**src/hdl/cvc_pkg.sv**
```systemverilog
package cvc_pkg;

    // register map, byte addresses
    localparam logic [11:0] CVC_DES_EN_OFS = 12'h034;    // dual_edge_sampling_enable, word 0xd
    localparam logic [11:0] CVC_CTRL_OFS = 12'h000;
    localparam logic [11:0] CVC_STAT_OFS = 12'h004;
    localparam logic [11:0] CVC_TIME_OFS = 12'h008;

    // index of the dual_edge_sampling_enable register
    localparam logic [3:0] CVC_DES_EN_IDX = 4'hd;

    // dual_edge_sampling_enable fields
    localparam int CVC_DES_EN_BIT = 15;
    localparam int CVC_DES_SRC_BIT = 13;
    localparam int CVC_AUTO_PHASE_BIT = 14;
    localparam logic [15:0] CVC_DES_EN_RST = 16'h0000;

    // ctrl fields
    localparam int CVC_CTRL_EXT_BIT = 0;
    localparam int CVC_CTRL_EDGE_BIT = 1;
    localparam int CVC_CTRL_REQ_BIT = 2;
    localparam logic [2:0] CVC_CTRL_RST = 3'h2;

    // qualification and delay counts, in clock cycles
    localparam logic [15:0] CVC_HOLD_LO_CYC = 16'h0050;
    localparam logic [15:0] CVC_HOLD_HI_CYC = 16'h0050;
    localparam logic [15:0] CVC_TUNE_CYC = 16'h0400;
    localparam logic [31:0] CVC_DLY_SHORT_CYC = 32'h0000_1000;
    localparam logic [31:0] CVC_DLY_LONG_CYC = 32'h0004_0000;

    // sequencer states
    typedef enum logic [2:0]
    {
        CVC_ST_DELAY = 3'b000,
        CVC_ST_IDLE = 3'b001,
        CVC_ST_TUNE = 3'b010,
        CVC_ST_DOWN = 3'b011
    } cvc_state_e;

    // synchronised control pins
    typedef struct packed
    {
        logic tune_req;
        logic delay_sel;
        logic delay_float;
        logic full_shutdown;
        logic second_channel_shutdown;
        logic output_edge_select;
    } cvc_pins_s;

endpackage

```
**src/hdl/cvc_ctrl.sv**
```systemverilog
// How it works
// power-on tune starts after selected delay
// request high at power up skips tune
// controller holds request low, then high
// tune starts after high hold, noise ignored
// tune_running high throughout a tune
// controller waits on tune_running
// controller re-tunes after warmup, temperature change
// delay select picks one of two
// shutdown at power up freezes delay counter
// extended mode forces short delay
// edge select picks strobe edge for data
// config written only with sampling bit clear
// dual-edge routes one input, other off
// floating select enables dual-edge, short delay
// extended mode picks dual-edge source channel
// software clears auto phase bit first
// controller drives select low before floating
// leave dual-edge mode before requesting tune
// full shutdown all, second shutdown one
// shut channel outputs high impedance
// shutdown during tune waits for finish
// shutdown at power up delays tune start
// request ignored while powered down
// count consecutive low, high request cycles
//
// Implementation choice: register access over APB.
`timescale 1ns/1ns
`default_nettype none
module cvc_ctrl
    import cvc_pkg::*;
#(
    parameter logic [31:0] DLY_SHORT = CVC_DLY_SHORT_CYC,
    parameter logic [31:0] DLY_LONG = CVC_DLY_LONG_CYC
)
(
    // clock and reset
    input wire logic pclk,
    input wire logic presetn,
    // apb slave
    input wire logic psel,
    input wire logic penable,
    input wire logic pwrite,
    input wire logic [11:0] paddr,
    input wire logic [31:0] pwdata,
    output logic [31:0] prdata,
    output logic pready,
    output logic pslverr,
    // control pins
    input wire logic tune_req_pin,
    input wire logic delay_sel_pin,
    input wire logic delay_float_pin,
    input wire logic full_shutdown_pin,
    input wire logic second_channel_shutdown_pin,
    input wire logic output_edge_select_pin,
    // status and routing
    output logic tune_running,
    output logic strobe_rise_n,
    output logic first_out_en_n,
    output logic second_out_en_n,
    output logic dual_edge_on,
    output logic dual_edge_src_second,
    output logic second_conv_off
);

    // two-flop synchronisers for all pins
    cvc_pins_s meta_q, pins_q;
    always_ff @(posedge pclk or negedge presetn)
    begin
        if (!presetn)
        begin
            meta_q <= '0;
            pins_q <= '0;
        end
        else
        begin
            meta_q <= {tune_req_pin, delay_sel_pin, delay_float_pin, full_shutdown_pin,
                       second_channel_shutdown_pin, output_edge_select_pin};
            pins_q <= meta_q;
        end
    end

    // registers
    logic [15:0] des_q;
    logic [2:0] ctrl_q;
    logic init_q;
    logic [31:0] dly_q;
    logic [15:0] lo_cnt_q, hi_cnt_q, tune_cnt_q;
    logic armed_q;
    cvc_state_e st_q, st_d;

    // apb decode
    wire acc = psel && penable;
    wire wr = acc && pwrite;
    wire hit_des = paddr == CVC_DES_EN_OFS;
    wire hit_ctrl = paddr == CVC_CTRL_OFS;
    wire hit_stat = paddr == CVC_STAT_OFS;
    wire hit_time = paddr == CVC_TIME_OFS;
    wire hit_any = hit_des || hit_ctrl || hit_stat || hit_time;
    // a write that keeps the enable bit set while that register bit is already set is dropped to protect sampling clocks
    wire des_wr_ok = !des_q[CVC_DES_EN_BIT] || !pwdata[CVC_DES_EN_BIT];

    wire ext_mode = ctrl_q[CVC_CTRL_EXT_BIT];
    wire sw_req = wr && hit_ctrl && pwdata[CVC_CTRL_REQ_BIT];
    wire powered_down = pins_q.full_shutdown;

    // dual-edge: pin float in basic mode, register bit in extended mode
    wire des_on = ext_mode ? des_q[CVC_DES_EN_BIT] : pins_q.delay_float;
    wire des_src = ext_mode && des_q[CVC_DES_SRC_BIT];

    // delay length choice
    wire use_short = ext_mode || pins_q.delay_float || !pins_q.delay_sel;
    wire [31:0] dly_target = use_short ? DLY_SHORT : DLY_LONG;

    // request qualification on the synchronised pin
    wire lo_done = lo_cnt_q >= CVC_HOLD_LO_CYC;
    wire hi_done = hi_cnt_q == CVC_HOLD_HI_CYC - 16'h0001;
    wire pin_fire = pins_q.tune_req && armed_q && hi_done && !powered_down;
    wire tune_done = tune_cnt_q == CVC_TUNE_CYC - 16'h0001;

    // sequencer next state
    always_comb
    begin
        st_d = st_q;
        case (st_q)
            CVC_ST_DELAY:
                if (!powered_down && dly_q >= dly_target - 32'h1)
                    st_d = init_q ? CVC_ST_IDLE : CVC_ST_TUNE;
            CVC_ST_IDLE:
                if (powered_down)
                    st_d = CVC_ST_DOWN;
                else if (pin_fire || sw_req)
                    st_d = CVC_ST_TUNE;
            CVC_ST_TUNE:
                if (tune_done)
                    st_d = powered_down ? CVC_ST_DOWN : CVC_ST_IDLE;
            CVC_ST_DOWN:
                if (!powered_down)
                    st_d = CVC_ST_IDLE;
            default:
                st_d = CVC_ST_DELAY;
        endcase
    end

    // state, delay and tune counters
    always_ff @(posedge pclk or negedge presetn)
    begin
        if (!presetn)
        begin
            st_q <= CVC_ST_DELAY;
            dly_q <= '0;
            tune_cnt_q <= '0;
        end
        else
        begin
            st_q <= st_d;
            if (st_q == CVC_ST_DELAY && !powered_down)
                dly_q <= dly_q + 32'h1;
            tune_cnt_q <= (st_q == CVC_ST_TUNE) ? tune_cnt_q + 16'h1 : 16'h0;
        end
    end

    // sample the request level once the synchroniser has filled; the raw pin
    // is left to the synchroniser alone, so a metastable level cannot reach init_q
    logic [1:0] wake_q;
    always_ff @(posedge pclk or negedge presetn)
    begin
        if (!presetn)
        begin
            wake_q <= 2'h0;
            init_q <= 1'b0;
        end
        else
        begin
            if (wake_q != 2'h3)
                wake_q <= wake_q + 2'h1;
            // two edges fill the synchroniser, the third reads its output
            if (wake_q == 2'h2)
                init_q <= pins_q.tune_req;
        end
    end

    // low then high run counters; low run arms the high run
    always_ff @(posedge pclk or negedge presetn)
    begin
        if (!presetn)
        begin
            lo_cnt_q <= '0;
            hi_cnt_q <= '0;
            armed_q <= 1'b0;
        end
        else if (powered_down)
        begin
            lo_cnt_q <= '0;
            hi_cnt_q <= '0;
            armed_q <= 1'b0;
        end
        else if (!pins_q.tune_req)
        begin
            hi_cnt_q <= '0;
            if (!lo_done)
                lo_cnt_q <= lo_cnt_q + 16'h1;
            armed_q <= lo_done || armed_q;
        end
        else
        begin
            lo_cnt_q <= '0;
            if (!hi_done)
                hi_cnt_q <= hi_cnt_q + 16'h1;
            if (pin_fire)
                armed_q <= 1'b0;
        end
    end

    // register writes
    always_ff @(posedge pclk or negedge presetn)
    begin
        if (!presetn)
        begin
            des_q <= CVC_DES_EN_RST;
            ctrl_q <= CVC_CTRL_RST;
        end
        else if (wr && hit_des && des_wr_ok)
            des_q <= pwdata[15:0];
        else if (wr && hit_ctrl)
            ctrl_q <= {1'b0, pwdata[1:0]};
    end

    // read mux
    wire [31:0] stat_word = {25'h0, des_src, des_on, powered_down,
                             pins_q.second_channel_shutdown, armed_q, init_q, st_q == CVC_ST_TUNE};
    wire [31:0] rd_word = hit_des ? {16'h0, des_q} :
                          hit_ctrl ? {29'h0, ctrl_q} :
                          hit_stat ? stat_word :
                          hit_time ? dly_q : 32'h0;

    // zero-wait answer: pready on the first access cycle
    always_ff @(posedge pclk or negedge presetn)
    begin
        if (!presetn)
        begin
            prdata <= '0;
            pready <= 1'b0;
            pslverr <= 1'b0;
        end
        else
        begin
            pready <= psel && !penable;
            pslverr <= psel && !penable && !hit_any;
            prdata <= (psel && !penable && !pwrite) ? rd_word : 32'h0;
        end
    end

    // edge select: pin in basic mode, register in extended mode
    wire edge_rise = ext_mode ? ctrl_q[CVC_CTRL_EDGE_BIT] : pins_q.output_edge_select;

    // tune flag and dual-edge routing, registered so the pins never glitch
    always_ff @(posedge pclk or negedge presetn)
    begin
        if (!presetn)
        begin
            tune_running <= 1'b0;
            strobe_rise_n <= 1'b0;
            dual_edge_on <= 1'b0;
            dual_edge_src_second <= 1'b0;
            second_conv_off <= 1'b0;
        end
        else
        begin
            // from st_d so the flag rises with the state, not a cycle behind
            tune_running <= st_d == CVC_ST_TUNE;
            strobe_rise_n <= !edge_rise;
            dual_edge_on <= des_on;
            dual_edge_src_second <= des_src;
            second_conv_off <= pins_q.second_channel_shutdown || des_on;
        end
    end

    // channel output enables; a woken channel still carries stale pipeline data to flush
    always_ff @(posedge pclk or negedge presetn)
    begin
        if (!presetn)
        begin
            first_out_en_n <= 1'b1;
            second_out_en_n <= 1'b1;
        end
        else
        begin
            first_out_en_n <= powered_down;
            second_out_en_n <= powered_down || pins_q.second_channel_shutdown;
        end
    end

    // checks
    tune_len_a: assert property (@(posedge pclk) disable iff (!presetn)
        $rose(tune_running) |-> tune_running[*8]) else $error("tune too short");
    no_down_start_a: assert property (@(posedge pclk) disable iff (!presetn)
        (st_q == CVC_ST_IDLE && powered_down) |=> st_q != CVC_ST_TUNE) else $error("tune began powered down");
    delay_hold_a: assert property (@(posedge pclk) disable iff (!presetn)
        (st_q == CVC_ST_DELAY && powered_down) |=> dly_q == $past(dly_q)) else $error("delay ran in shutdown");
    finish_first_a: assert property (@(posedge pclk) disable iff (!presetn)
        (st_q == CVC_ST_TUNE && !tune_done) |=> st_q == CVC_ST_TUNE) else $error("tune cut short");
    out_hiz_a: assert property (@(posedge pclk) disable iff (!presetn)
        powered_down |=> first_out_en_n && second_out_en_n) else $error("outputs driven in shutdown");
    short_ext_a: assert property (@(posedge pclk) disable iff (!presetn)
        ext_mode |-> dly_target == DLY_SHORT) else $error("long delay in extended mode");
    des_guard_a: assert property (@(posedge pclk) disable iff (!presetn)
        (wr && hit_des && des_q[CVC_DES_EN_BIT] && pwdata[CVC_DES_EN_BIT]) |=> $stable(des_q))
        else $error("config write with dual-edge on");
    pin_start_a: assert property (@(posedge pclk) disable iff (!presetn)
        (st_q == CVC_ST_IDLE && pin_fire) |=> tune_running) else $error("qualified request missed");
    edge_sel_a: assert property (@(posedge pclk) disable iff (!presetn)
        (!ext_mode && $stable(ext_mode)) |=> strobe_rise_n == !$past(pins_q.output_edge_select))
        else $error("edge select wrong");
    apb_wait_a: assert property (@(posedge pclk) disable iff (!presetn)
        (psel && !penable) |=> pready) else $error("apb answer late");

    // power-on and request checks, all but the disarm check seen from the running flag
    run_level_a: assert property (@(posedge pclk) disable iff (!presetn)
        tune_running == (st_q == CVC_ST_TUNE))
        else $error("running flag out of step");
    skip_init_a: assert property (@(posedge pclk) disable iff (!presetn)
        ($rose(tune_running) && $past(st_q) == CVC_ST_DELAY) |-> !init_q)
        else $error("power-on tune not skipped");
    delay_len_a: assert property (@(posedge pclk) disable iff (!presetn)
        ($rose(tune_running) && $past(st_q) == CVC_ST_DELAY) |-> dly_q >= $past(dly_target))
        else $error("power-on tune too early");
    cmd_only_a: assert property (@(posedge pclk) disable iff (!presetn)
        ($rose(tune_running) && $past(st_q) == CVC_ST_IDLE) |-> ($past(pin_fire) || $past(sw_req)))
        else $error("tune began without a request");
    down_disarm_a: assert property (@(posedge pclk) disable iff (!presetn)
        powered_down |=> !armed_q)
        else $error("request armed in shutdown");

    // channel shutdown checks
    second_off_a: assert property (@(posedge pclk) disable iff (!presetn)
        pins_q.second_channel_shutdown |=>
            second_conv_off && second_out_en_n && (first_out_en_n == $past(powered_down)))
        else $error("second channel shutdown wrong");

    // scenarios worth seeing
    tune_seen_c: cover property (@(posedge pclk) disable iff (!presetn) $fell(tune_running));
    down_mid_c: cover property (@(posedge pclk) disable iff (!presetn) tune_running && powered_down);
    des_on_c: cover property (@(posedge pclk) disable iff (!presetn) $rose(dual_edge_on));
    pin_fire_c: cover property (@(posedge pclk) disable iff (!presetn) st_q == CVC_ST_IDLE && pin_fire);
    sw_req_c: cover property (@(posedge pclk) disable iff (!presetn) st_q == CVC_ST_IDLE && sw_req);

endmodule
`default_nettype wire

```
**config.mk**
```make
export PLATFORM = sky130hd
export DESIGN_NAME = cvc_ctrl
export DESIGN_NICKNAME = d
export VERILOG_FILES = /design/src/hdl/cvc_pkg.sv /design/src/hdl/cvc_ctrl.sv
export SDC_FILE = /design/constraint.sdc
export NUM_CORES = 1
export LEC_CHECK = 0
export BUFFER_PORTS_ARGS = -buffer_cell sky130_fd_sc_hd__buf_4
export CAP_MARGIN = 20
export CORE_MARGIN = 4
export CORE_UTILIZATION = 50
export DETAILED_ROUTE_END_ITERATION = 8
export PLACE_DENSITY = 0.77
export RECOVER_POWER = 25
export SETUP_SLACK_MARGIN = 0.4
export SLEW_MARGIN = 20
export SYNTH_ARGS = -nofsm -noshare
export SYNTH_HDL_FRONTEND = slang
export SYNTH_SLANG_ARGS = --single-unit
```
**constraint.sdc**
```tcl
create_clock -name pclk -period 2 [get_ports pclk]
set_input_delay 0.4 -clock pclk [delete_from_list [all_inputs] [get_ports pclk]]
set_output_delay 0.4 -clock pclk [all_outputs]
set_load 0.02 [all_outputs]
```
; Word level (Yosys, flattened, before mapping)
; Index checks and enable logic that the tools add are counted.
[word_totals]
output_inout_bits = 41
elab_cells = 117
reg_bits = 158
inputBits = 55
[classes]
add_sub_neg = 6
eq_ne = 14
n_mux = 26
bitwise = 1
reduce_logical = 36
order_cmp = 2
[ops]
columns = operator, n
row1 = $mux 32, 5
row2 = $mux 16, 7
row3 = $add 16x1->16 const B, 3
row4 = $add 32x1->32 const B, 1
row5 = $ge 32x32->1, 1
row6 = $sub 19x1->20 const B, 1
row7 = $mux 19, 1
row8 = $eq 16x10->1 const B, 1
row9 = $eq 16x7->1 const B, 1
row10 = $ge 16x7->1 const B, 1
row11 = $logic_and 1x1->1, 15
row12 = $mux 3, 5
row13 = $eq 12x3->1 const B, 1
row14 = $eq 12x4->1 const B, 1
row15 = $eq 12x6->1 const B, 1
row16 = $logic_not 12->1, 1
row17 = $pmux 3 s4, 1
row18 = $logic_or 1x1->1, 10
row19 = $eq 3x2->1 const B, 3
row20 = $logic_not 1->1, 8
row21 = $ne 3x3->1 const B, 2
row22 = $mux 1, 5
row23 = $mux 2, 2
row24 = $eq 3x1->1 const B, 1
row25 = 7 further kinds, 7

; Depth between registers and ports, before layout
; Gate-level depths: netlist of the first run.
[logic_depth]
word_depth = 9
depth_mapped = 8
ltp_nobuf = 8

; Worst setup path after synthesis of the first run
; No wires, ideal clock.
[synth_path]
kind = in2reg
startpoint = input paddr[9]
endpoint = register des_q[10]
required_time_ps = 1875
arrival_ps = 2152
setup_ps = 125
stages = 7
n_path_buf = 2
path_slack_ps = -277
cell_sequence = or4_4 or3_1 buf_6 nor2_8 nand3_4 buf_6 mux2_4
[synth_via]
elab_chain_cells = 3
[synth_rtl]
columns = item, line
row1 = "start, declared", cvc_ctrl.sv:44  ; input wire logic [11:0] paddr,
row2 = $eq 12x6->1, cvc_ctrl.sv:95  ; wire hit_des = paddr == CVC_DES_EN_OFS;
row3 = $logic_and 1x1->1 (2 in series), cvc_ctrl.sv:223  ; else if (wr && hit_des && des_wr_ok)
row4 = "end signal, assigned", cvc_ctrl.sv:224  ; des_q <= pwdata[15:0];
row5 = "end, declared", cvc_ctrl.sv:84  ; logic [15:0] des_q;
; Every way passes these cells.
; A chain may end at the register's enable or synchronous reset.

; Worst setup path in the final report of the first run
[layout_path]
startpoint = register ctrl_q[0]
endpoint = register tune_running
[layout_via]
elab_chain_cells = 9
[layout_rtl]
columns = item, line
row1 = "start, declared", cvc_ctrl.sv:85  ; logic [2:0] ctrl_q;
row2 = "start signal, assigned", cvc_ctrl.sv:226  ; ctrl_q <= {1'b0, pwdata[1:0]};
row3 = $logic_or 1x1->1 (2 in series), cvc_ctrl.sv:112  ; wire use_short = ext_mode || pins_q.delay_float || !pins_q.delay_sel;
row4 = $mux 19, cvc_ctrl.sv:113  ; wire [31:0] dly_target = use_short ? DLY_SHORT : DLY_LONG;
row5 = $sub 19x1->20, cvc_ctrl.sv:127  ; if (!powered_down && dly_q >= dly_target - 32'h1)
row6 = $ge 32x32->1, cvc_ctrl.sv:127
row7 = $logic_and 1x1->1, cvc_ctrl.sv:127
row8 = $mux 3, cvc_ctrl.sv:127
row9 = $pmux 3 s4, cvc_ctrl.sv:125  ; case (st_q)
row10 = $eq 3x2->1, cvc_ctrl.sv:271  ; tune_running <= st_d == CVC_ST_TUNE;
row11 = "end signal, assigned", cvc_ctrl.sv:262  ; tune_running <= 1'b0;
row12 = "end signal, assigned", cvc_ctrl.sv:271
row13 = "end, declared", cvc_ctrl.sv:57  ; output logic tune_running,
; Every way passes these cells.

==> qor.yml, run 1 <==
hold_class: "in -> reg"
holdWs_ns: 0.104
numPlacedInstances: 882
endpoint_kind: "register"
leakage_nw: 4.51
cts_buffers: 17
clk_pin_slew_worst_paths_ns: 0.06
synth.most_common_cell: "dfrtp_1"
vdd_drop_max_mv: 0.662
timing.fmax_mhz: 484
ant_nets: 0
vias: 5386
synth_top_area_share_pct: 56.9
drc: 0
drt_iter0_drc: 486
ys_top_cells_by_count: "155 x dfrtp_1, 67 x nor2_1, 37 x xnor2_1"
setup_violations: 3
die_w_um: 125
core-area_um2: 13300
area_growth_pct: 41.5
fin_crit_sh_pct: 103
drv_cap: 0
hpwl_mm: 10.8
dr.pass1.iters: 5
syn_nets: 658
finClkSkew_ns: 0.00743
arrival_ns: 2.39
fin_util_pct: 72.6
clock-root-buffer: "clkbuf_16"
setup_slack_ns: -0.0650
final_nets: 831
rsz0062_at_grt: "yes"
dr_wl_met3_mm: 1.15
violations: "negative setup slack"
yosys_warnings: 0
grt_max_degree: 61
status: "finished with violations"
overflow: 0
path_class: "reg -> reg"
synthTopCellsByArea: "dfrtp_1 57%, xnor2_1 4.8%, nor2_1 3.7%"
drive_above_1_share_pct: 43.3
routed_wirelength_mm: 18.3
synth_flop_cell: "dfrtp_1"
p_clk_share_pct: 43.1
relSlewSlack_pct: 60.2
power_frac_comb_pct: 9.3
path_max_fanout: 6
gr-usage-all-layers_pct: 22.1
crit_start: "ctrl_q[0]$_DFFE_PN0P_"
powerDensity_nw_per_um2: 726
synth-seq-cells: 158
instances_no_fill: 950
syn_avg_cell_area_um2: 11.6
routed_via_density: 5.67
worstHoldStart: "tune_req_pin"
synth.largest_area_cell: "dfrtp_1"
period_needed_ns: 2.07
clk_latency_ns: 0.42
globalplace.congestion: 0.826
synth_edf_count: 0
netlist_instances: 590
cts-htree-levels: 4
switchingPower_mw: 1.61
die-area_um2: 15600
diodes: 0
startpoint_type: "register"
seqPwrFrac_pct: 47.6
tightest_slew_ns: 0.597
cts.path.max_buffers: 2
p_int_mw: 5.40
grt_pass1_wl_mm: 27.9
die_y_um: 125
switching_share_pct: 22.9
top_layer: "met4"
required_ns: 2.33
start_util_pct: 51.3
synth-seq-area-share_pct: 58.0
fill_cells: 815
cts_sinks: 158
hold_viol: 0
rows: 42
r2r-start: "ctrl_q[0]$_DFFE_PN0P_"
report.final.slew_viol_count: 0
grt_pass1_vias: 5580
ios: 96
met1Wirelength_mm: 7.09
antenna_found_initial: 0
port_buffers: 79
synth_cell_types: 59
cts_tree: "yes"
wl_met2_mm: 9.54
wire_per_inst_um: 19.2
synth.cell_area_um2: 6820
synthArstFlopShare_pct: 100
[flip-flops by register name, summed over array words and instances (netlist names), 2 cells and up]
register	count
ctrl_q	2
des_q	16
dly_q	32
hi_cnt_q	16
lo_cnt_q	16
meta_q	6
pins_q	5
prdata	32
st_q	3
tune_cnt_q	16
wake_q	2
[power groups by stage]
stage / clock (mW) / combinational (mW) / sequential [mW]
after floorplan: 0 / 0.152 / 3.43
after global placement: 0 / 0.498 / 3.38
after detailed placement: 0 / 0.522 / 3.38
after CTS: 3.05 / 0.571 / 3.33
after global routing: 3.24 / 0.697 / 3.34
final: 3.02 / 0.651 / 3.34
[worst max-delay path, stage by stage, from the launching register on]
cell and delay (ns):
dfrtp_1 0.39, nor2_2 0.15, nand2_4 0.13, buf_4 0.16
buf_6 0.10, ha_1 0.26, nand2_1 0.06, nor4_2 0.15
o31a_1 0.21, nand3b_1 0.12, a31oi_1 0.23
[layer usage]
| layer | up-vias | track usage [%] |
|---|---|---|
| li1 | 2404 | - |
| met1 | 2722 | 27.3 |
| met2 | 216 | 36.9 |
| met3 | 44 | 6.82 |
| met4 | 0 | 7.35 |
| met5 | - | 0 |
[final cells by class]
cell class | count | area [um2] | area share, %
flip-flops and latches | 158 | 3960 | 41.1
repair buffers | 171 | 1470 | 15.3
clock inverters | 6 | 60.1 | 0.623
well taps | 176 | 220 | 2.28
multi-input cells | 403 | 3390 | 35.2
clock buffers | 24 | 492 | 5.10
inverters | 12 | 45.0 | 0.467
[layout by cell type (no fill, tap or decap), types with 9 or more instances in the layout]
cell type | synthesis | routed
nand4_1 | 19 | 19
a22oi_2 | 0 | 10
inv_1 | 12 | 12
xnor2_1 | 37 | 27
buf_6 | 2 | 23
mux2_4 | 10 | 19
nor3_2 | 1 | 9
and2_1 | 29 | 28
clkbuf_16 | 0 | 18
dfrtp_1 | 155 | 150
nand2_1 | 33 | 27
xor2_1 | 21 | 20
nor2_1 | 67 | 58
buf_4 | 0 | 132
xnor2_2 | 0 | 10
nand3_1 | 27 | 19
[worst paths after layout]
check | slack (ns) | endpoint | cells past startpoint
min reg2reg | 0.35 | pins_q[0]$_DFF_PN0_ | 0
max in group asynchronous | 0.78 | dly_q[6]$_DFFE_PN0P_ | 3
max reg2reg | -0.07 | tune_running$_DFF_PN0_ | 10
min in group asynchronous | 0.51 | lo_cnt_q[6]$_DFFE_PN0P_ | 2
min | 0.10 | meta_q[5]$_DFF_PN0_ | 1
max | -0.07 | tune_running$_DFF_PN0_ | 10
[cell families after synthesis]
family	share of synthesized area (%)
xor gates and xnor gates	7.45
DFF	58.0
adders and majority gates	2.39
other	0.0550
and+or+nand+nor	20.6
buffers and inverters	1.85
AOI/OAI and AO/OA	5.30
muxes	4.31
[stage by stage]
| stage | area [um2] | worst slack [ns] | setup TNS [ns] | total power, mW |
|---|---|---|---|---|
| 2_1_floorplan | 7010 | -0.255 | -4.23 | 3.59 |
| 3_3_place_gp | 8140 | -0.440 | -12.34 | 3.87 |
| 3_5_place_dp | 8140 | -0.479 | -13.63 | 3.91 |
| 4_1_cts | 9240 | -0.0106 | -0.0106 | 6.95 |
| 5_1_grt | 9650 | -0.169 | -0.411 | 7.29 |
| 6_report | 9650 | -0.0650 | -0.124 | 7.00 |
[what timing repair did]
action,4_1_cts,5_1_grt
endpoints found under the hold margin,52,0
gates cloned,1,1
gates resized for setup,80,53
setup endpoints to repair,80,88
pin swaps,38,32
hold buffers,1,0
setup buffers,18,17
Note: power is estimated with default switching activity, not from simulation.
==> run 2, diff against run 1 <==
--- a/config.mk
+++ b/config.mk
@@ -12,7 +12,7 @@
 export DETAILED_ROUTE_END_ITERATION = 8
 export PLACE_DENSITY = 0.77
 export RECOVER_POWER = 25
-export SETUP_SLACK_MARGIN = 0.4
+export SETUP_SLACK_MARGIN = 0.3
 export SLEW_MARGIN = 20
 export SYNTH_ARGS = -nofsm -noshare
 export SYNTH_HDL_FRONTEND = slang
==> run 2 against run 1 <==
The run still ends with negative setup slack left; non-clock buffer count fell by 21; largest power group is now the clock network; die area did not move; clock power rose by 20%; register-to-register slack got worse by 0.02 ns; clock skew fell by 0.0011 ns; sequential power barely moved; fmax fell by 0.96%; power rose by 8.3%; final area fell by 2.0%; sequential share of layout area rose by 0.79 points; final cell count fell by 1.9%.
==> qor.yml, run 2 (synthesis gave the netlist of run 1 again) <==
grt_max_degree: 46  # was 61
leakage_nw: 4.43  # was 4.51 nW
powerDensity_nw_per_um2: 802  # was 726 nW/um2
p_int_mw: 5.85  # was 5.40 mW
cts_buffers: 17  # unchanged
endpoint_kind: "register"  # unchanged
hold_viol: 0  # unchanged
port_buffers: 79  # unchanged
drc: 0  # unchanged
cts.path.max_buffers: 2  # unchanged
seqPwrFrac_pct: 44.0  # was 47.6%
period_needed_ns: 2.09  # was 2.07 ns
setup_slack_ns: -0.0851  # was -0.0650 ns
whs_endpoint: "meta_q[0]$_DFF_PN0_"  # was meta_q[5]$_DFF_PN0_
clk_latency_ns: 0.43  # was 0.42 ns
overflow: 0  # unchanged
wire_per_inst_um: 19.0  # was 19.2 um
start_util_pct: 51.3  # unchanged
cts-htree-levels: 4  # unchanged
drt_iter0_drc: 496  # was 486
core-area_um2: 13300  # unchanged
violations: "negative setup slack"  # unchanged
switching_share_pct: 22.9  # about the same
fill_cells: 843  # was 815
cts_tree: "yes"  # unchanged
finClkSkew_ns: 0.00630  # was 0.00743 ns
hold_class: "in -> reg"  # unchanged
status: "finished with violations"  # unchanged
path_max_fanout: 6  # unchanged
gr-usage-all-layers_pct: 20.9  # was 22.1%
grt_pass1_vias: 5320  # was 5580
rows: 42  # unchanged
tightest_slew_ns: 1.18  # was 0.597 ns
holdPathStages: 1  # unchanged
r2r-start: "ctrl_q[0]$_DFFE_PN0P_"  # unchanged
grt_pass1_wl_mm: 26.3  # was 27.9 mm
power_mw: 7.58  # was 7.00 mW
required_ns: 2.35  # was 2.33 ns
die_y_um: 125  # unchanged
startpoint_type: "register"  # unchanged
multi_input_area_um2: 3320  # was 3390 um2
routed_wirelength_mm: 17.7  # was 18.3 mm
clk_pin_slew_worst_paths_ns: 0.06  # about the same
antenna_found_initial: 0  # unchanged
reg2reg_depth: 9  # was 10
power_frac_comb_pct: 8.4  # was 9.3%
report.final.slew_viol_count: 0  # unchanged
drv_cap: 0  # unchanged
worstReg2RegEnd: "tune_running$_DFF_PN0_"  # unchanged
p_clk_share_pct: 47.6  # was 43.1%
routed_via_density: 5.75  # was 5.67
die-area_um2: 15600  # unchanged
rsz0062_at_grt: "yes"  # unchanged
path_class: "reg -> reg"  # unchanged
hpwl_mm: 10.5  # was 10.8 mm
vdd_drop_max_mv: 0.636  # was 0.662 mV
ios: 96  # unchanged
final_nets: 811  # was 831
dr.pass1.iters: 6  # was 5
largestRegisters: "dly_q: 32 flops, prdata: 32 flops"  # unchanged
diodes: 0  # unchanged
arrival_ns: 2.43  # was 2.39 ns
drive_above_1_share_pct: 38.8  # was 43.3%
regToRegSetupSlack_ns: -0.09  # was -0.07 ns
timing.fmax_mhz: 480  # was 484 MHz
clock-root-buffer: "clkbuf_16"  # unchanged
die_w_um: 125  # unchanged
worstHoldStart: "output_edge_select_pin"  # was tune_req_pin
numPlacedInstances: 875  # was 882
switchingPower_mw: 1.74  # was 1.61 mW
instances_no_fill: 932  # was 950
mostFrequentLayoutCell: "dfrtp_1"  # unchanged
pre_cts_slack_ns: -0.449  # was -0.479 ns
cts_sinks: 158  # unchanged
relSlewSlack_pct: 21.3  # was 60.2%
vias: 5355  # was 5386
final_cell_mix: "153 x dfrtp_1, 118 x buf_4, 60 x nor2_1"  # was 150 x dfrtp_1, 132 x buf_4, 58 x nor2_1
globalplace.congestion: 0.851  # was 0.826
ant_nets: 0  # unchanged
regArea_um2: 3960  # about the same
setup_violations: 5  # was 3
area_growth_pct: 38.7  # was 41.5%
fin_crit_sh_pct: 104  # was 103%
-- run 2: through the flow --
step	hold WS, ns	utilization [%]	instance area, um2	setup TNS (ns)
after floorplan	0.104	-	6990	-4.23
after global placement	0.333	60.9	8100	-10.98
after detailed placement	0.338	60.9	8100	-11.89
after CTS	0.0670	68.2	9070	0
after global routing	0.0868	71.1	9460	-1.27
final	0.102	71.1	9460	-0.267
-- run 2: layout make-up --
class | count | share of cell area, %
Tap cell | 176 | 2.33
Timing Repair Buffer | 150 | 13.2
Clock buffer | 19 | 4.79
Clock inverter | 13 | 2.22
Multi-Input combinational cell | 404 | 35.1
Sequential cell | 158 | 41.9
Inverter | 12 | 0.476
-- run 2: per-layer routing --
layer,track usage (%),vias to the layer above,part of all wire [%]
li1,-,2385,-
met1,26.0,2674,39
met2,34.7,254,53
met3,5.96,42,6.4
met4,7.87,0,1.7
met5,0,-,0
-- run 2: critical path, stage by stage (launching register included) --
cell and delay [ns]:
dfrtp_1 0.39, nor2_2 0.16, nand2_4 0.14, ha_1 0.34, nand4_1 0.14, nor4_2 0.23, o31a_1 0.19, buf_4 0.12
nand3b_1 0.11, a31oi_1 0.19
-- run 2: power by group through the flow --
| stage | sequential, mW | clock, mW | combinational [mW] |
|---|---|---|---|
| after global routing | 3.34 | 3.78 | 0.683 |
| after floorplan | 3.43 | 0 | 0.150 |
| after detailed placement | 3.39 | 0 | 0.532 |
| after global placement | 3.38 | 0 | 0.497 |
| final | 3.34 | 3.61 | 0.635 |
| after CTS | 3.33 | 3.63 | 0.564 |
-- run 2: worst max path at each step --
stage / startpoint / cells past startpoint / to
finish: ctrl_q[0]$_DFFE_PN0P_ / 9 / tune_running$_DFF_PN0_
global route: ctrl_q[0]$_DFFE_PN0P_ / 9 / tune_running$_DFF_PN0_
CTS: ctrl_q[0]$_DFFE_PN0P_ / 8 / st_q[0]$_DFF_PN0_
detailed placement: paddr[9] / 7 / des_q[10]$_DFFE_PN0P_
global placement: paddr[9] / 7 / des_q[12]$_DFFE_PN0P_
floorplan: paddr[9] / 7 / des_q[10]$_DFFE_PN0P_
-- run 2: repair_timing --
action,in CTS,in global routing
gates cloned,2,0
pin swaps,27,24
hold endpoints to repair,41,0
setup buffers,13,9
hold buffers,1,0
gates resized for setup,36,68
setup endpoints to repair,71,77
==> run 3, diff against run 2 <==
--- a/config.mk
+++ b/config.mk
@@ -7,10 +7,11 @@
 export LEC_CHECK = 0
 export BUFFER_PORTS_ARGS = -buffer_cell sky130_fd_sc_hd__buf_4
 export CAP_MARGIN = 20
-export CORE_MARGIN = 4
+export CORE_MARGIN = 10
 export CORE_UTILIZATION = 50
+export CTS_CLUSTER_DIAMETER = 50
 export DETAILED_ROUTE_END_ITERATION = 8
-export PLACE_DENSITY = 0.77
+export PLACE_DENSITY = 0.74
 export RECOVER_POWER = 25
 export SETUP_SLACK_MARGIN = 0.3
 export SLEW_MARGIN = 20
==> constraint.sdc (replaced) <==
create_clock -name pclk -period 2.6 [get_ports pclk]
set_input_delay 0.52 -clock pclk [delete_from_list [all_inputs] [get_ports pclk]]
set_output_delay 0.52 -clock pclk [all_outputs]
set_load 0.02 [all_outputs]
==> run 3 against run 2 <==
The flow finishes with violations (max-capacitance violations, max-slew violations); clock skew is 0.010 ns higher; die area up 20%; wire length is 20% lower; critical path type unchanged; worst setup slack better by 0.33 ns; largest power group is now sequential cells; worst hold slack better by 0.12 ns; via count is 11% lower; final cell count shrank 4.9%; non-clock buffer count is 45 lower; largest cell class unchanged; register-to-register slack better by 0.33 ns; highest routed layer unchanged; fmax fell by 11%; clock power fell by 31%.
==> qor.yml, run 3 (synthesis gave the netlist of run 1 again) <==
hold_viol: 0  # unchanged
fin_crit_sh_pct: 90.5  # was 104%
wl_met2_mm: 6.81  # was 9.34 mm
setup_violations: 0  # was 5
required_ns: 2.91  # was 2.35 ns
endpoint_kind: "register"  # unchanged
vdd_drop_max_mv: 0.599  # was 0.636 mV
timing.fmax_mhz: 425  # was 480 MHz
antenna_found_initial: 0  # unchanged
gr-usage-all-layers_pct: 16.1  # was 20.9%
dr_wl_met3_mm: 1.06  # was 1.13 mm
mostFrequentLayoutCell: "dfrtp_1"  # unchanged
path_max_fanout: 11  # was 6
path_class: "reg -> reg"  # unchanged
die_y_um: 137  # was 125 um
rsz0062_at_grt: "yes"  # unchanged
largestRegisters: "dly_q: 32 flops, prdata: 32 flops"  # unchanged
cts.path.max_buffers: 2  # unchanged
finClkSkew_ns: 0.0163  # was 0.00630 ns
cts_sinks: 158  # unchanged
final_nets: 765  # was 811
slowest_delay_ns: 0.53  # was 0.39 ns
core-area_um2: 13300  # unchanged
cts_tree: "yes"  # unchanged
crit_slowest_cell: "or4_1"  # was dfrtp_1
clock-root-buffer: "clkbuf_16"  # unchanged
grt_pass1_wl_mm: 23.8  # was 26.3 mm
cts_hold_buf: 0  # was 1
instances_no_fill: 886  # was 932
wire_per_inst_um: 16.0  # was 19.0 um
startpoint_type: "register"  # unchanged
grt_max_degree: 70  # was 46
tightest_slew_ns: 1.73  # was 1.18 ns
overflow: 0  # unchanged
fin_util_pct: 63.1  # was 71.1%
grt_pass1_vias: 4909  # was 5320
powerDensity_nw_per_um2: 638  # was 802 nW/um2
r2r-start: "powered_down$_DFF_PN0_"  # was ctrl_q[0]$_DFFE_PN0P_
relSlewSlack_pct: -15.6  # was 21.3%
rows: 42  # unchanged
arrival_ns: 2.67  # was 2.43 ns
fill_cells: 1055  # was 843
die_w_um: 137  # was 125 um
vias: 4778  # was 5355
area_growth_pct: 23.1  # was 38.7%
period_needed_ns: 2.35  # was 2.09 ns
crit_start: "powered_down$_DFF_PN0_"  # was ctrl_q[0]$_DFFE_PN0P_
ant_nets: 0  # unchanged
final_cell_mix: "155 x dfrtp_1, 92 x buf_4, 67 x nor2_1"  # was 153 x dfrtp_1, 118 x buf_4, 60 x nor2_1
placed_area_um2: 7770  # was 8100 um2
fin_setup_tns_ns: 0  # was -0.267 ns
diodes: 0  # unchanged
numPlacedInstances: 853  # was 875
cts-htree-levels: 4  # unchanged
status: "finished with violations"  # unchanged
drt_iter0_drc: 345  # was 496
fin_area_um2: 8390  # was 9460 um2
clk_pin_slew_worst_paths_ns: 0.06  # about the same
port_buffers: 79  # unchanged
violations: "max-capacitance violations, max-slew violations"  # was negative setup slack
dr.pass1.iters: 5  # was 6
leakage_nw: 3.86  # was 4.43 nW
clk_latency_ns: 0.43  # about the same
globalplace.congestion: 0.881  # was 0.851
routed_via_density: 5.39  # was 5.75
hold_class: "in -> reg"  # unchanged
cts_buffers: 17  # unchanged
hpwl_mm: 10.4  # was 10.5 mm
drc: 0  # unchanged
multi_input_area_um2: 2760  # was 3320 um2
die-area_um2: 18700  # was 15600 um2
report.final.slew_viol_count: 69  # was 0
ios: 96  # unchanged
met1Wirelength_mm: 5.93  # was 6.91 mm
drive_above_1_share_pct: 24.9  # was 38.8%
top_layer: "met4"  # unchanged
path_cells: "clkbuf_1 -> nand2b_1 -> or4_1 -> o32ai_1 -> a211oi_1 -> a31o_2"  # was nor2_2 -> nand2_4 -> ha_1 -> nand4_1 -> nor4_2 -> o31a_1 -> buf_4 -> nand3b_1 -> a31oi_1
regArea_um2: 3960  # about the same
start_util_pct: 51.3  # unchanged
drv_cap: 1  # was 0
worstHoldStart: "delay_sel_pin"  # was output_edge_select_pin
routed_wirelength_mm: 14.1  # was 17.7 mm
## run 3: cell count changes in the layout (fill, tap and decap cells not counted), moves of 6 or more
cell	delta
buf_4	-26
nand3_1	+7
nor4_2	-6
a22oi_1	+10
buf_6	-15
clkinvlp_4	+6
xnor2_2	-9
mux2_2	+9
mux2_4	-9
a22oi_2	-10
nor2_1	+7
nor4_1	+9
xnor2_1	+9
## run 3: repair_timing
item | CTS | global route
pin swaps | 0 | 1
buffers inserted | 0 | 1
setup endpoints to repair | 3 | 6
gates resized for setup | 2 | 3
hold endpoints to repair | 0 | 0
## run 3: area by class of cell
| type | count | area share (%) |
|---|---|---|
| clock buffers | 18 | 5.23 |
| clock inverters | 14 | 2.01 |
| inverters | 12 | 0.537 |
| multi-input cells | 403 | 32.9 |
| flip-flops and latches | 158 | 47.1 |
| well taps | 176 | 2.62 |
| repair buffers | 105 | 9.52 |
## run 3: power by group
group          switching (mW)  leakage [nW]  total [mW]  internal [mW]
clock                   0.960         0.272        2.49           1.53
sequential             0.0817          2.13        2.60           2.52
combinational           0.143          1.46       0.260          0.117
## run 3: routing by layer
layer | vias up | GRT usage (%)
li1 | 2271 | -
met5 | - | 0
met2 | 143 | 25.6
met3 | 27 | 5.90
met4 | 0 | 6.38
met1 | 2337 | 19.4
## run 3: worst max-delay path, delay by kind of cell (launching register included)
family                 cells  cell delay [ns]
AND/OR/NAND/NOR            2             0.79
AO/OA/AOI/OAI              3             0.71
flip-flops                 1             0.41
buffers and inverters      1             0.33
## run 3: stage by stage
step / power (mW) / hold slack [ns] / setup slack, ns
2_1_floorplan: 2.74 / 0.224 / 0.224
6_report: 5.35 / 0.222 / 0.246
5_1_grt: 5.58 / 0.198 / 0.224
3_5_place_dp: 2.90 / 0.336 / 0.0218
4_1_cts: 5.42 / 0.112 / 0.314
3_3_place_gp: 2.89 / 0.335 / 0.0489
## run 3: path summary, 6_finish.rpt
check | to | slack (ns) | cells after the start
max reg2reg | st_q[0]$_DFF_PN0_ | 0.25 | 6
max | st_q[0]$_DFF_PN0_ | 0.25 | 6
min reg2reg | pins_q[5]$_DFF_PN0_ | 0.35 | 0
min | meta_q[4]$_DFF_PN0_ | 0.22 | 1
min in group asynchronous | des_q[11]$_DFFE_PN0P_ | 0.55 | 1
max in group asynchronous | prdata[24]$_DFF_PN0_ | 0.67 | 2
